--- src/verilog/vtc_pkg.sv ---
// Purpose: Shared constants for the vertical timing configuration registers
// Assumes: Serial words carry a 12-bit address followed by data, LSB first
// Notes:   Offsets are the serial register addresses
package vtc_pkg;
	localparam int unsigned ADDR_W         = 12;
	localparam int unsigned DATA_W         = 28;
	localparam logic [11:0] OFF_PAT_TOTAL  = 12'h090;
	localparam logic [11:0] OFF_SEQ_TOTAL  = 12'h091;
	localparam logic [11:0] OFF_STBY3_POL  = 12'h0e2;
	localparam logic [11:0] OFF_SWEEP_EXT  = 12'h0e6;
	localparam logic [11:0] OFF_STARTUP    = 12'h0ea;
	localparam logic [11:0] OFF_SUB_MUX    = 12'h0eb;
	localparam logic [11:0] OFF_FTRIG_CTRL = 12'h0f1;
	localparam logic [4:0]  RST_PAT_TOTAL  = 5'h00;
	localparam logic [4:0]  RST_SEQ_TOTAL  = 5'h00;
	localparam logic [24:0] RST_STBY3_POL  = 25'h0000000;
	localparam logic        RST_SWEEP_EXT  = 1'b0;
	localparam logic [9:0]  RST_STARTUP    = 10'h000;
	localparam logic [15:0] RST_SUB_MUX    = 16'h0300;
	localparam logic [3:0]  RST_FTRIG_CTRL = 4'h0;
	// Field positions
	localparam int unsigned POL_VERT_LSB   = 0;
	localparam int unsigned POL_GATE_LSB   = 13;
	localparam int unsigned POL_SUBCK      = 21;
	localparam int unsigned POL_BIAS       = 22;
	localparam int unsigned POL_MECHANICAL_SHUTTER      = 23;
	localparam int unsigned POL_STROBE     = 24;
	localparam int unsigned MUX_BIAS0_SEL  = 12;
	localparam int unsigned MUX_BIAS1_SEL  = 13;
	localparam int unsigned MUX_TEST_BIT   = 14;
	localparam int unsigned MUX_SHUT_SEL   = 15;
	localparam int unsigned FTRIG_ENABLE   = 3;
	// Standby state codes
	localparam logic [1:0]  STBY_NONE      = 2'h0;
	localparam logic [1:0]  STBY_THREE     = 2'h3;
	typedef enum logic [1:0]
	{
		RX_IDLE = 2'b00,
		RX_ADDR = 2'b01,
		RX_DATA = 2'b11
	} vtc_rx_state_t;
endpackage : vtc_pkg

--- src/verilog/vtc_config_regs.sv ---
// Purpose: Vertical timing configuration registers and output merging
// Assumes: All inputs synchronous to REF_CLK (125 MHz); FIELD_SYNC is a pulse
// Notes:   Serial interface is write only
//
// Summary of operation
// - Pattern group total, five bits, takes effect at next field sync.
// - Sequence total, five bits, resets to zero, updated at field sync.
// - Standby three drives vertical, gate, substrate clock outputs to polarity.
// - Bias, shutter, strobe levels apply in any standby or output control low.
// - Sweep extension bit selects legacy or extra toggles after sweep repeats.
// - Select bit 12 picks first bias signal or base shutter XOR it.
// - Select bit 13 picks second bias signal or base shutter XOR it.
// - Select bit 15 picks shutter one or two to XOR with base shutter.
// - Field trigger pulses in the field whose count matches bits 2 to 0.
// - Field trigger reaches the output only while bit 3 is set.
// - Mode field counter cycles through programmed field total, at most seven.
`timescale 1ns/10ps
module vtc_config_regs
#(
	parameter int unsigned DATA_BITS = vtc_pkg::DATA_W
)
(
	input  wire logic        REF_CLK,
	input  wire logic        RST_N,
	input  wire logic        SER_CLK,
	input  wire logic        SER_DATA,
	input  wire logic        SER_LOAD_N,
	input  wire logic        FIELD_SYNC,
	input  wire logic [2:0]  FIELD_TOTAL,
	input  wire logic [1:0]  STANDBY_STATE,
	input  wire logic        OUTPUT_CONTROL_INPUT,
	input  wire logic [21:0] STANDBY12_POLARITY,
	input  wire logic [12:0] VERT_CHANNEL_IN,
	input  wire logic [7:0]  SENSOR_GATE_IN,
	input  wire logic        SUBSTRATE_CLOCK_IN,
	input  wire logic        BASE_SHUTTER,
	input  wire logic        SHUTTER_ONE,
	input  wire logic        SHUTTER_TWO,
	input  wire logic        FIRST_BIAS_SIGNAL,
	input  wire logic        SECOND_BIAS_SIGNAL,
	input  wire logic        STROBE_IN,
	output logic [12:0]      VERT_CHANNEL_OUT,
	output logic [7:0]       SENSOR_GATE_OUT,
	output logic             SUBSTRATE_CLOCK,
	output logic             FIRST_BIAS_OUT,
	output logic             SECOND_BIAS_OUT,
	output logic             MECHANICAL_SHUTTER,
	output logic             STROBE_OUT,
	output logic             FIELD_TRIGGER_PULSE,
	output logic [2:0]       FIELD_COUNT,
	output logic [4:0]       PATTERN_GROUP_TOTAL,
	output logic [4:0]       SEQUENCE_TOTAL,
	output logic             SWEEP_COUNTER_EXTENSION,
	output logic [9:0]       STARTUP_CONFIG_FIELD,
	output logic [11:0]      TEST_FIELD_A,
	output logic             TEST_BIT_B
);
	logic                            wr_pulse;
	logic [vtc_pkg::ADDR_W-1:0]      wr_addr;
	logic [DATA_BITS-1:0]            wr_data;
	logic [4:0]                      pat_shadow_reg;
	logic [4:0]                      seq_shadow_reg;
	logic [24:0]                     stby3_pol_reg;
	logic [15:0]                     sub_mux_reg;
	logic [3:0]                      ftrig_ctrl_reg;
	logic [2:0]                      field_cnt_next;
	logic                            in_standby;
	logic                            hold_levels;
	logic                            bias0_mux;
	logic                            bias1_mux;
	logic                            shut_mux;
	logic [21:0]                     chan_func;
	logic [21:0]                     chan_sel;

	function automatic logic hit(input logic [11:0] off);
		hit = wr_pulse && wr_addr == off;
	endfunction : hit

	vtc_serial_rx #(.DATA_BITS(DATA_BITS)) u_rx
	(
		.clk      (REF_CLK),
		.rst_n    (RST_N),
		.sck      (SER_CLK),
		.sdata    (SER_DATA),
		.sload_n  (SER_LOAD_N),
		.wr_pulse (wr_pulse),
		.wr_addr  (wr_addr),
		.wr_data  (wr_data)
	);

	// Field-sync shadows: written copy held until the boundary
	always_ff @(posedge REF_CLK)
	begin
		if (!RST_N)
		begin
			pat_shadow_reg <= vtc_pkg::RST_PAT_TOTAL;
			seq_shadow_reg <= vtc_pkg::RST_SEQ_TOTAL;
		end
		else
		begin
			if (hit(vtc_pkg::OFF_PAT_TOTAL))
				pat_shadow_reg <= wr_data[4:0];
			if (hit(vtc_pkg::OFF_SEQ_TOTAL))
				seq_shadow_reg <= wr_data[4:0];
		end
	end

	always_ff @(posedge REF_CLK)
	begin
		if (!RST_N)
		begin
			PATTERN_GROUP_TOTAL <= vtc_pkg::RST_PAT_TOTAL;
			SEQUENCE_TOTAL      <= vtc_pkg::RST_SEQ_TOTAL;
		end
		else if (FIELD_SYNC)
		begin
			PATTERN_GROUP_TOTAL <= pat_shadow_reg;
			SEQUENCE_TOTAL      <= seq_shadow_reg;
		end
	end

	// serial-clock registers act on the completed write
	always_ff @(posedge REF_CLK)
	begin
		if (!RST_N)
		begin
			stby3_pol_reg           <= vtc_pkg::RST_STBY3_POL;
			SWEEP_COUNTER_EXTENSION <= vtc_pkg::RST_SWEEP_EXT;
			STARTUP_CONFIG_FIELD    <= vtc_pkg::RST_STARTUP;
			sub_mux_reg             <= vtc_pkg::RST_SUB_MUX;
			ftrig_ctrl_reg          <= vtc_pkg::RST_FTRIG_CTRL;
		end
		else
		begin
			if (hit(vtc_pkg::OFF_STBY3_POL))
				stby3_pol_reg <= wr_data[24:0];
			// extension bit steers the vertical counters
			if (hit(vtc_pkg::OFF_SWEEP_EXT))
				SWEEP_COUNTER_EXTENSION <= wr_data[0];
			if (hit(vtc_pkg::OFF_STARTUP))
				STARTUP_CONFIG_FIELD <= wr_data[9:0];
			if (hit(vtc_pkg::OFF_SUB_MUX))
				sub_mux_reg <= wr_data[15:0];
			if (hit(vtc_pkg::OFF_FTRIG_CTRL))
				ftrig_ctrl_reg <= wr_data[3:0];
		end
	end

	// test fields passed out as written
	always_ff @(posedge REF_CLK)
	begin
		if (!RST_N)
		begin
			TEST_FIELD_A <= vtc_pkg::RST_SUB_MUX[11:0];
			TEST_BIT_B   <= vtc_pkg::RST_SUB_MUX[vtc_pkg::MUX_TEST_BIT];
		end
		else
		begin
			TEST_FIELD_A <= sub_mux_reg[11:0];
			TEST_BIT_B   <= sub_mux_reg[vtc_pkg::MUX_TEST_BIT];
		end
	end

	// counter wraps after the programmed number of fields
	always_comb
	begin
		if (FIELD_TOTAL == 3'h0 || FIELD_COUNT >= FIELD_TOTAL - 3'h1)
			field_cnt_next = 3'h0;
		else
			field_cnt_next = FIELD_COUNT + 3'h1;
	end

	always_ff @(posedge REF_CLK)
	begin
		if (!RST_N)
			FIELD_COUNT <= 3'h0;
		else if (FIELD_SYNC)
			FIELD_COUNT <= field_cnt_next;
	end

	always_ff @(posedge REF_CLK)
	begin
		if (!RST_N)
			FIELD_TRIGGER_PULSE <= 1'b0;
		else
			// pulse in matching field, only when enabled
			FIELD_TRIGGER_PULSE <= FIELD_SYNC
				&& field_cnt_next == ftrig_ctrl_reg[2:0]
				&& ftrig_ctrl_reg[vtc_pkg::FTRIG_ENABLE];
	end

	assign in_standby  = STANDBY_STATE != vtc_pkg::STBY_NONE;
	assign hold_levels = in_standby || !OUTPUT_CONTROL_INPUT;
	assign bias0_mux = sub_mux_reg[vtc_pkg::MUX_BIAS0_SEL]
		? BASE_SHUTTER ^ FIRST_BIAS_SIGNAL : FIRST_BIAS_SIGNAL;
	assign bias1_mux = sub_mux_reg[vtc_pkg::MUX_BIAS1_SEL]
		? BASE_SHUTTER ^ SECOND_BIAS_SIGNAL : SECOND_BIAS_SIGNAL;
	assign shut_mux = BASE_SHUTTER ^ (sub_mux_reg[vtc_pkg::MUX_SHUT_SEL]
		? SHUTTER_TWO : SHUTTER_ONE);
	assign chan_func = {SUBSTRATE_CLOCK_IN, SENSOR_GATE_IN, VERT_CHANNEL_IN};

	// standby three uses its own polarity, others the outside set
	always_comb
	begin
		if (STANDBY_STATE == vtc_pkg::STBY_THREE)
			chan_sel = stby3_pol_reg[21:0];
		else if (hold_levels)
			chan_sel = STANDBY12_POLARITY;
		else
			chan_sel = chan_func;
	end

	always_ff @(posedge REF_CLK)
	begin
		if (!RST_N)
		begin
			VERT_CHANNEL_OUT <= 13'h0000;
			SENSOR_GATE_OUT  <= 8'h00;
			SUBSTRATE_CLOCK  <= 1'b0;
		end
		else
		begin
			VERT_CHANNEL_OUT <= chan_sel[vtc_pkg::POL_GATE_LSB-1:0];
			SENSOR_GATE_OUT  <= chan_sel[vtc_pkg::POL_SUBCK-1:
				vtc_pkg::POL_GATE_LSB];
			SUBSTRATE_CLOCK  <= chan_sel[vtc_pkg::POL_SUBCK];
		end
	end

	always_ff @(posedge REF_CLK)
	begin
		if (!RST_N)
		begin
			FIRST_BIAS_OUT     <= 1'b0;
			SECOND_BIAS_OUT    <= 1'b0;
			MECHANICAL_SHUTTER <= 1'b0;
			STROBE_OUT         <= 1'b0;
		end
		else if (hold_levels)
		begin
			// fixed levels in any standby or output control low
			FIRST_BIAS_OUT     <= stby3_pol_reg[vtc_pkg::POL_BIAS];
			SECOND_BIAS_OUT    <= stby3_pol_reg[vtc_pkg::POL_BIAS];
			MECHANICAL_SHUTTER <= stby3_pol_reg[vtc_pkg::POL_MECHANICAL_SHUTTER];
			STROBE_OUT         <= stby3_pol_reg[vtc_pkg::POL_STROBE];
		end
		else
		begin
			FIRST_BIAS_OUT     <= bias0_mux;
			SECOND_BIAS_OUT    <= bias1_mux;
			MECHANICAL_SHUTTER <= shut_mux;
			STROBE_OUT         <= STROBE_IN;
		end
	end
endmodule : vtc_config_regs

--- src/verilog/vtc_serial_rx.sv ---
// Purpose: Three-wire serial write receiver
// Assumes: Pins synchronous to clk; data taken on rising serial clock
// Notes:   Frame ends when load rises; missing data bits read as zero
`timescale 1ns/10ps
module vtc_serial_rx
#(
	parameter int unsigned DATA_BITS = vtc_pkg::DATA_W
)
(
	input  wire logic                       clk,
	input  wire logic                       rst_n,
	input  wire logic                       sck,
	input  wire logic                       sdata,
	input  wire logic                       sload_n,
	output logic                            wr_pulse,
	output logic [vtc_pkg::ADDR_W-1:0]      wr_addr,
	output logic [DATA_BITS-1:0]            wr_data
);
	// Polarity word needs 25 bits; the bit index is only five bits wide
	if (DATA_BITS < 25 || DATA_BITS > 32)
	begin : g_width_check
		$error("DATA_BITS must be 25 to 32");
	end

	vtc_pkg::vtc_rx_state_t          state_reg;
	logic                            sck_prev_reg;
	logic [5:0]                      count_reg;
	logic [vtc_pkg::ADDR_W-1:0]      addr_reg;
	logic [DATA_BITS-1:0]            data_reg;
	logic                            rise;

	assign rise = sck & ~sck_prev_reg;

	always_ff @(posedge clk)
	begin
		if (!rst_n)
			sck_prev_reg <= 1'b0;
		else
			sck_prev_reg <= sck;
	end

	always_ff @(posedge clk)
	begin
		if (!rst_n)
		begin
			state_reg <= vtc_pkg::RX_IDLE;
			count_reg <= 6'h00;
			addr_reg  <= '0;
			data_reg  <= '0;
		end
		else if (sload_n)
			state_reg <= vtc_pkg::RX_IDLE;
		else
		begin
			case (state_reg)
				vtc_pkg::RX_IDLE:
				begin
					count_reg <= 6'h00;
					data_reg  <= '0;
					state_reg <= vtc_pkg::RX_ADDR;
				end
				vtc_pkg::RX_ADDR:
				begin
					if (rise)
					begin
						addr_reg[count_reg[3:0]] <= sdata;
						if (count_reg == 6'(vtc_pkg::ADDR_W - 1))
						begin
							count_reg <= 6'h00;
							state_reg <= vtc_pkg::RX_DATA;
						end
						else
							count_reg <= count_reg + 6'h01;
					end
				end
				vtc_pkg::RX_DATA:
				begin
					if (rise && count_reg < 6'(DATA_BITS))
					begin
						data_reg[count_reg[4:0]] <= sdata;
						count_reg <= count_reg + 6'h01;
					end
				end
				default:
					state_reg <= vtc_pkg::RX_IDLE;
			endcase
		end
	end

	// Write commits when load rises after a full address
	always_ff @(posedge clk)
	begin
		if (!rst_n)
		begin
			wr_pulse <= 1'b0;
			wr_addr  <= '0;
			wr_data  <= '0;
		end
		else
		begin
			wr_pulse <= sload_n && state_reg == vtc_pkg::RX_DATA;
			if (sload_n && state_reg == vtc_pkg::RX_DATA)
			begin
				wr_addr <= addr_reg;
				wr_data <= data_reg;
			end
		end
	end
endmodule : vtc_serial_rx
--- config.mk ---
export PLATFORM = sky130hd
export DESIGN_NAME = vtc_config_regs
export DESIGN_NICKNAME = d
export VERILOG_FILES = /design/src/verilog/vtc_pkg.sv /design/src/verilog/vtc_config_regs.sv /design/src/verilog/vtc_serial_rx.sv
export SDC_FILE = /design/constraint.sdc
export NUM_CORES = 1
export LEC_CHECK = 0
export BUFFER_PORTS_ARGS = -buffer_cell sky130_fd_sc_hd__buf_2
export CAP_MARGIN = 20
export CORE_ASPECT_RATIO = 1.1
export CORE_MARGIN = 4
export CORE_UTILIZATION = 51
export CTS_BUF_LIST = sky130_fd_sc_hd__clkbuf_4 sky130_fd_sc_hd__clkbuf_8 sky130_fd_sc_hd__clkbuf_16
export DETAILED_ROUTE_END_ITERATION = 8
export PLACE_DENSITY = 0.76
export SLEW_MARGIN = 20
export SYNTH_ARGS = -nofsm -noshare
export SYNTH_HDL_FRONTEND = slang
export SYNTH_SLANG_ARGS = --single-unit
export TNS_END_PERCENT = 50
--- constraint.sdc ---
create_clock -name REF_CLK -period 2.4 [get_ports REF_CLK]
set_input_delay 0.36 -clock REF_CLK [delete_from_list [all_inputs] [get_ports REF_CLK]]
set_output_delay 0.36 -clock REF_CLK [all_outputs]
set_load 0.05 [all_outputs]
==> run_results.csv, run 1 <==
group,metric,value,unit
status,status,"finished clean",
floorplanning,dieArea,0.0180,mm^2
yosys,synth_nets,998,
finish,fin_cells,1251,
critical_path,path_max_fanout,16,
clock_tree,hold_buffers,0,
placed_design,place_hpwl,13200,um
placed_design,gp_congestion,0.882,
timing,worst_slew_pin_slew,0.556,ns
finish,drive_above_1_share,0.195,
yosys,synth_xor_area_frac,0.00648,
critical_path,rrSetupSlack,0.11,ns
detailed_routing,drtIter0Drc,581,
yosys,yosys_warnings,0,
detailed_routing,top_layer_used,"met4",
clock_tree,tritoncts,"built",
clock_tree,clkSinkCount,203,
global_route,track_usage,0.208,
detailed_routing,dr.pass1.iters,5,
yosys,yosysMostFrequentCell,"dfxtp_1",
yosys,syn_area_per_cell,8.80,um^2
detailed_routing,via_per_inst,5.43,
floorplanning,ioPinCount,126,
yosys,synth_simple_gate_area_frac,0.196,
global_route,grt_max_degree,60,
finish,area_growth,19.9,%
power_and_ir_drop,p_leak,0.00413,uW
min_path,hold_path.class,"input port to register",
yosys,ys_seq_area_frac,0.501,
yosys,synthTopCellsByArea,"dfxtp_1 (50%), mux2i_1 (10%), nand2_1 (7.5%)",
floorplanning,die-height,140,um
clock_tree,cts_resized,0,
detailed_routing,wl_per_cell,15.3,um
yosys,synth-compound-area-share,0.134,
timing,drv_slew,0,
global_route,grt-ovfl-total,0,
floorplanning,rows,48,
power_and_ir_drop,p_total,7140,uW
yosys,ys_async_sr_fraction,0,
global_route,grt_pass1_vias,6457,
timing,setup_viol,0,
yosys,synth.area.mux_share,0.104,
yosys,ys_seq_elements,203,
detailed_routing,wl,19200,um
critical_path,worstSetupPathType,"register to register",
critical_path,cp-start-kind,"register",
clock_tree,h-tree-depth,1,
yosys,yosys.area_share.adder,0.0216,
timing,rsz0062_at_grt,"false",
clock_tree,clk_latency,0.49,ns
timing,fmax,0.437,GHz
detailed_routing,wl_met2,9460,um
placed_design,dp_slack,-0.00693,ns
yosys,syn_area,0.00811,mm^2
detailed_routing,drt-met1-wl,8170,um
global_route,grt_pass1_wl,31500,um
timing,fin_crit_sh,0.953,
power_and_ir_drop,power_per_cell_area,735,mW/mm^2
clock_tree,cts_buffer_depth,3,
detailed_routing,dr_total_vias,6799,
floorplanning,core_area,0.0157,mm^2
timing,fin_ws,0.113,ns
timing,hold_viol_final,0,
clock_tree,cts_setup_buffers,0,
critical_path,end_kind,"register",
clock_tree,cts_buffers,21,
clock_tree,cts.clk_slew.worst_paths,0.06,ns
power_and_ir_drop,vdd_ir_drop_max,492,uV
timing,whs,0.100,ns
yosys,netlist_instances,922,
yosys,yosys-top-cells-count,"dfxtp_1 (203), nand2_1 (162), nor2_1 (89)",
critical_path,required,2.76,ns
yosys,ys.flop_type,"dfxtp_1",
yosys,yosysTopAreaCell,"dfxtp_1",
timing,slew_headroom,0.629,
yosys,synth_edf_count,0,
finish,nets,1113,
floorplanning,start_util,0.517,
yosys,synth_top_family_by_area,"simple AND/OR/NAND/NOR gates",
detailed_routing,drc,0,
clock_tree,cts_root_buf,"clkbuf_16",
placed_design,port-buffer-count,125,
floorplanning,chipWidth,128,um
global_route,antenna_found_initial,0,
yosys,ys_types,49,
placed_design,dp_cells,1214,
detailed_routing,ant_nets,0,
critical_path,arrival,2.65,ns
detailed_routing,wl_met3,1110,um
yosys,yosysTopAreaCellShare,0.501,
timing,min_period,2.29,ns
timing,fin_skew,0.0117,ns
finish,n_antenna_cell,0,
run,cap_violations,0,
## cells by family (layout without fill, tap and decap cells)
group	after synthesis	after routing
xor+xnor	6	6
compound gates	184	184
flops	203	203
fa+ha+maj	14	14
mux	84	84
simple gates	355	355
buf+inv	76	205
## cell type report
class                           instances  area (um^2)
Clock buffer                           28          603
Tap cell                              200          250
Fill cell                            1326         5950
Sequential cell                       203         4070
Inverter                               12         47.5
Timing Repair Buffer                  156          896
Multi-Input combinational cell        643         3760
Clock inverter                          9          104
## final timing paths
kind                            startpoint                            to  depth (start not counted)
max          u_rx.wr_addr[11]$_SDFFE_PN0P_   sub_mux_reg[4]$_SDFFE_PN0P_                          5
min reg2reg    sub_mux_reg[7]$_SDFFE_PN0P_   sub_mux_reg[7]$_SDFFE_PN0P_                          2
min                                SER_CLK  u_rx.sck_prev_reg$_SDFF_PN0_                          2
max reg2reg  u_rx.wr_addr[11]$_SDFFE_PN0P_   sub_mux_reg[4]$_SDFFE_PN0P_                          5
## through the flow
step	setup TNS, ns	area [um^2]	utilization
2_1_floorplan	0	8120	-
3_3_place_gp	0	9010	0.575
3_5_place_dp	-0.00693	9010	0.575
4_1_cts	0	9720	0.620
5_1_grt	0	9720	0.620
6_report	0	9720	0.620
## worst max-delay path, cell delays in order, from the launching register on
cell and delay (ns):
dfxtp_1 0.31, or4_4 0.55, or3b_4 0.45, or3_1 0.61, nand2_1 0.17, a21oi_1 0.07
## where the power goes
group / leakage, uW / internal (uW) / total [uW] / switching (uW)
sequential: 0.00164 / 3400 / 3420 / 11.9
clock: 0.000350 / 1980 / 3260 / 1280
combinational: 0.00214 / 152 / 467 / 315
total: 0.00413 / 5540 / 7140 / 1600
## per-layer routing
layer	GRT usage	up-vias
met2	0.355	183
met1	0.269	3171
met3	0.0336	40
li1	-	3405
met4	0.0682	0
met5	0	-
## cell usage in the layout, fill, tap and decap left out, types with 2 or more instances in the layout
cell        netlist  layout
buf_12            0       3
a21oi_1          77      77
ha_1             14      14
clkinvlp_4        0       2
and2_1           15      15
nand2b_1         13      13
bufinv_16         0       2
nand2_1         162     162
inv_1            11      11
nor3b_1           3       2
clkbuf_16         0      21
buf_2             2     125
a211oi_1         25      25
o211ai_1         12      12
nand4bb_1         3       3
nand3_1          33      33
dfxtp_1         203     202
or3_1             2       2
xor2_1            4       4
clkinv_2          0       4
o21ai_0          43      43
nand4b_1          2       2
nand3b_1          2       2
o31ai_1           3       3
buf_4             1      28
clkbuf_8          0       4
nor3_1           11      10
a21o_1            7       7
clkbuf_4          0       3
mux2i_1          83      83
o32ai_1           2       2
xnor2_1           2       2
nor4_1            2       2
a31oi_1           8       8
nand4_1          10      10
nor2_1           89      89
No activity file was read; power rests on OpenSTA's default activity.
==> run 2: changes to the inputs <==
CORE_MARGIN = default   (was 4)
==> run 2 against run 1 <==
Via count fell by 1.4%. Sequential share of layout area is 0.14 points lower. Register-to-register slack about the same. First-iteration DRC count shrank 7.9%. Routed wire length is 2.6% lower. Non-clock buffer count decreased by 2. Critical path depth stayed put. Global-route usage grew 1.7 points. Combinational power decreased by 1%. Total power grew 2.2%. Cell count down 0.40%. Sequential cell count did not move.
==> run_results.csv, run 2 (synthesis gave the netlist of run 1 again) <==
group,metric,value,unit
global_route,antenna_found_initial,0,
clock_tree,cts_resized,0,
finish,drive_above_1_share,0.194,
critical_path,cp_slowest_cell,"or3_1",
timing,fin_crit_sh,0.956,
power_and_ir_drop,switching_power,1610,uW
floorplanning,die-height,134,um
floorplanning,core_area,0.0153,mm^2
floorplanning,ioPinCount,126,
clock_tree,cts_setup_buffers,0,
power_and_ir_drop,seqPwrFrac,0.468,
clock_tree,h-tree-depth,1,
finish,area_growth,20.3,%
finish,multiInputGateArea,0.00376,mm^2
critical_path,crit_path_cell_trace,"or4_4 > or3b_4 > or3_1 > nand2_1 > a21oi_1",
min_path,min_path_cells,3,
critical_path,crit_path_max_incr_delay,0.62,ns
finish,fin_cells,1246,
placed_design,port-buffer-count,125,
critical_path,cp-start-kind,"register",
power_and_ir_drop,vdd_ir_drop_max,479,uV
power_and_ir_drop,p_clk_frac,0.469,
detailed_routing,dr_total_vias,6701,
power_and_ir_drop,p_leak,0.00415,uW
global_route,grt_max_degree,54,
power_and_ir_drop,pwr-share-comb,0.063,
clock_tree,cts.clk_slew.worst_paths,0.06,ns
finish,area.sequential,0.00407,mm^2
clock_tree,clk_latency,0.49,ns
timing,hold_viol_final,0,
critical_path,cpLargestDelayFamily,"simple AND/OR/NAND/NOR gates",
critical_path,worstSetupPathType,"register to register",
timing,drv_slew,0,
critical_path,arrival,2.65,ns
clock_tree,cts_root_buf,"clkbuf_16",
timing,worst_slew_pin_slew,0.562,ns
clock_tree,clkSinkCount,203,
timing,fin_skew,0.0149,ns
timing,fmax,0.436,GHz
timing,min_period,2.29,ns
timing,slew_headroom,0.625,
placed_design,gp_congestion,0.873,
global_route,track_usage,0.226,
timing,rsz0062_at_grt,"false",
detailed_routing,dr.pass1.iters,5,
critical_path,path_max_fanout,16,
finish,final_cell_mix,"dfxtp_1 (202), nand2_1 (162), buf_2 (125)",
floorplanning,rows,47,
floorplanning,start_util,0.530,
timing,setup_viol,0,
detailed_routing,wl,18700,um
clock_tree,tritoncts,"built",
critical_path,worst-path-stages,5,
placed_design,dp_cells,1208,
status,status,"finished clean",
critical_path,critPathBufInv,0,
power_and_ir_drop,p_int,5690,uW
placed_design,place_hpwl,12900,um
global_route,grt-ovfl-total,0,
min_path,hold_path.class,"input port to register",
finish,nets,1111,
global_route,grt_pass1_vias,6275,
floorplanning,chipWidth,122,um
detailed_routing,drtIter0Drc,535,
detailed_routing,wl_per_cell,15.0,um
finish,n_antenna_cell,0,
critical_path,r2r_end,"sub_mux_reg[4]$_SDFFE_PN0P_",
min_path,hold_start,"STROBE_IN",
clock_tree,hold_buffers,0,
finish,final_common_cell,"dfxtp_1",
critical_path,required,2.76,ns
global_route,grt_pass1_wl,30400,um
detailed_routing,drc,0,
min_path,hold_path_end,"STROBE_OUT$_SDFF_PN0_",
critical_path,timing.rr.start,"u_rx.wr_addr[11]$_SDFFE_PN0P_",
power_and_ir_drop,p_total,7300,uW
finish,fillers,1290,
detailed_routing,via_per_inst,5.38,
power_and_ir_drop,power_per_cell_area,749,mW/mm^2
critical_path,rr_worst_depth,5,
clock_tree,cts_buffers,21,
clock_tree,cts_buffer_depth,3,
floorplanning,dieArea,0.0164,mm^2
power_and_ir_drop,p_sw_frac,0.221,
run,cap_violations,0,
critical_path,end_kind,"register",
critical_path,rrSetupSlack,0.11,ns
detailed_routing,ant_nets,0,
## run 2: stage by stage
step | util | hold slack [ns] | setup WS (ns) | TNS (ns) | area (um^2)
final | 0.638 | 0.110 | 0.107 | 0 | 9750
after global routing | 0.638 | 0.118 | 0.0354 | 0 | 9750
after CTS | 0.638 | 0.101 | 0.0877 | 0 | 9750
after global placement | 0.589 | 0.426 | 0.0480 | 0 | 9010
after floorplan | - | 0.411 | 0.0638 | 0 | 8120
after detailed placement | 0.589 | 0.431 | -0.0525 | -0.0525 | 9010
## run 2: power by group through the flow
stage / combinational [uW] / clock, uW / sequential, uW
floorplan: 199 / 0 / 3600
global placement: 454 / 0 / 3490
detailed placement: 461 / 0 / 3490
CTS: 464 / 3490 / 3420
global route: 500 / 3620 / 3420
finish: 462 / 3430 / 3420
## run 2: worst max path at each step
stage	end	slack, ns	from
4_1_cts	sub_mux_reg[9]$_SDFFE_PN1P_	0.09	u_rx.wr_addr[11]$_SDFFE_PN0P_
6_report	sub_mux_reg[4]$_SDFFE_PN0P_	0.11	u_rx.wr_addr[11]$_SDFFE_PN0P_
2_1_floorplan	FIELD_TRIGGER_PULSE$_SDFF_PN0_	0.06	FIELD_TOTAL[0]
3_5_place_dp	FIELD_TRIGGER_PULSE$_SDFF_PN0_	-0.05	FIELD_TOTAL[0]
5_1_grt	sub_mux_reg[9]$_SDFFE_PN1P_	0.04	u_rx.wr_addr[11]$_SDFFE_PN0P_
3_3_place_gp	FIELD_TRIGGER_PULSE$_SDFF_PN0_	0.05	FIELD_TOTAL[0]
## run 2: routing by layer
layer  up-vias  global-route usage  part of all wire
met4         0              0.0644             0.020
met1      3112               0.296              0.45
met3        31              0.0285             0.042
li1       3399                   -                 -
met5         -                   0                 0
met2       159               0.386              0.49
## run 2: layout make-up
type	count	area share
clock inverters	8	0.0126
well taps	196	0.0251
clock buffers	30	0.0640
flip-flops and latches	203	0.417
repair buffers	154	0.0916
inverters	12	0.00487
multi-input cells	643	0.385
## run 2: worst reg2reg max path: cells and delay by family (launching register included)
| family | cells | cell delay (ns) |
|---|---|---|
| AND/OR/NAND/NOR | 4 | 1.79 |
| AO/OA/AOI/OAI | 1 | 0.07 |
| flip-flops | 1 | 0.31 |
==> run 3: changes to the inputs <==
CORE_UTILIZATION = 56   (was 51)
PLACE_DENSITY = 0.79   (was 0.76)
clock period = 2.5 ns   (was 2.4 ns; I/O delays follow)
==> run 3 against run 2 <==
Clock power down 13%. Hold slack better by 0.0068 ns. Sequential share of layout area up 0.66 points. Setup slack better by 0.091 ns. Register-to-register slack better by 0.09 ns. Critical endpoint is now sub_mux_reg[9]$_SDFFE_PN1P_.
==> run_results.csv, run 3 (synthesis gave the netlist of run 1 again) <==
group,metric,value,unit
clock_tree,cts_root_buf,"clkbuf_16",
critical_path,timing.rr.start,"u_rx.wr_addr[11]$_SDFFE_PN0P_",
timing,setup_viol,0,
timing,rsz0062_at_grt,"false",
global_route,grt-ovfl-total,0,
floorplanning,ioPinCount,126,
critical_path,required,2.86,ns
critical_path,rr_worst_depth,5,
finish,final_common_cell,"dfxtp_1",
detailed_routing,dr.pass1.iters,5,
clock_tree,h-tree-depth,1,
placed_design,gp_congestion,0.853,
critical_path,r2r_end,"sub_mux_reg[9]$_SDFFE_PN1P_",
timing,fin_crit_sh,0.921,
detailed_routing,wl,18200,um
critical_path,critical_path.startpoint,"u_rx.wr_addr[11]$_SDFFE_PN0P_",
clock_tree,cts_buffers,21,
placed_design,port-buffer-count,125,
critical_path,arrival,2.67,ns
placed_design,postPlaceCellArea,0.00893,mm^2
finish,n_antenna_cell,0,
run,cap_violations,0,
clock_tree,clk_latency,0.49,ns
clock_tree,cts_buffer_depth,3,
timing,whs,0.117,ns
floorplanning,die-height,128,um
clock_tree,clkSinkCount,203,
detailed_routing,wl_per_cell,14.8,um
placed_design,dp_slack,-0.0517,ns
floorplanning,chipWidth,117,um
timing,worst_slew_pin_slew,0.553,ns
detailed_routing,dr_total_vias,6713,
clock_tree,hold_buffers,0,
detailed_routing,via_per_inst,5.46,
clock_tree,tritoncts,"built",
critical_path,cp-start-kind,"register",
finish,fin_util,0.688,
floorplanning,dieArea,0.0150,mm^2
floorplanning,rows,45,
status,status,"finished clean",
clock_tree,cts_setup_buffers,0,
critical_path,rrSetupSlack,0.20,ns
floorplanning,start_util,0.581,
finish,stdcell_area,0.00960,mm^2
critical_path,path_max_fanout,16,
min_path,min_path_cells,3,
global_route,grt_max_degree,78,
detailed_routing,drtIter0Drc,469,
min_path,hold_path.class,"input port to register",
finish,drive_above_1_share,0.187,
timing,drv_slew,0,
placed_design,place_hpwl,12400,um
clock_tree,cts_resized,0,
power_and_ir_drop,p_leak,0.00408,uW
finish,area_growth,18.4,%
finish,fin_cells,1230,
timing,slew_headroom,0.631,
global_route,grt_pass1_wl,29500,um
finish,final_cell_mix,"dfxtp_1 (202), nand2_1 (162), buf_2 (125)",
critical_path,worstSetupPathType,"register to register",
timing,min_period,2.30,ns
finish,nets,1106,
detailed_routing,ant_nets,0,
critical_path,worstSetupEndpoint,"sub_mux_reg[9]$_SDFFE_PN1P_",
power_and_ir_drop,power_per_cell_area,696,mW/mm^2
timing,hold_viol_final,0,
detailed_routing,drc,0,
floorplanning,core_area,0.0140,mm^2
timing,fin_ws,0.197,ns
placed_design,dp_cells,1193,
clock_tree,cts.clk_slew.worst_paths,0.06,ns
global_route,grt_pass1_vias,6088,
global_route,antenna_found_initial,0,
critical_path,end_kind,"register",
power_and_ir_drop,vdd_ir_drop_max,467,uV
global_route,track_usage,0.244,
timing,fmax,0.434,GHz
timing,fin_skew,0.0138,ns
## run 3: metal layers
layer	track usage	share of wire	vias up
li1	-	-	3377
met1	0.321	0.44	3112
met2	0.411	0.49	191
met3	0.0369	0.053	33
met4	0.0722	0.019	0
met5	0	0	-
## run 3: layout make-up
| cell class | instances | area (um^2) |
|---|---|---|
| Clock buffer | 28 | 591 |
| Clock inverter | 7 | 70.1 |
| Fill cell | 1127 | 4360 |
| Inverter | 12 | 47.5 |
| Multi-Input combinational cell | 643 | 3750 |
| Sequential cell | 203 | 4070 |
| Tap cell | 188 | 235 |
| Timing Repair Buffer | 149 | 843 |
## run 3: worst max-delay path, stage by stage (launching register included)
cell and delay (ns):
dfxtp_1 0.30, or4_4 0.55, or3b_4 0.45, or3_1 0.61, nand2_1 0.17, nand3_1 0.09
## run 3: through the flow
step	total power [uW]	TNS (ns)
after detailed placement	3780	-0.0774
final	6680	0
after CTS	6740	0
after floorplan	3650	0
after global routing	6910	0
after global placement	3780	0
## run 3: worst min path at each step
stage | start | end | slack, ns
floorplan | sub_mux_reg[8]$_SDFFE_PN1P_ | TEST_FIELD_A[8]$_SDFF_PN1_ | 0.41
global placement | sub_mux_reg[8]$_SDFFE_PN1P_ | TEST_FIELD_A[8]$_SDFF_PN1_ | 0.42
detailed placement | sub_mux_reg[8]$_SDFFE_PN1P_ | TEST_FIELD_A[8]$_SDFF_PN1_ | 0.44
CTS | STROBE_IN | STROBE_OUT$_SDFF_PN0_ | 0.10
global route | STROBE_IN | STROBE_OUT$_SDFF_PN0_ | 0.11
finish | STROBE_IN | STROBE_OUT$_SDFF_PN0_ | 0.12
## run 3: where the power goes
group,switching [uW],internal (uW)
Sequential,10.8,3270
Clock,1210,1760
Combinational,294,139
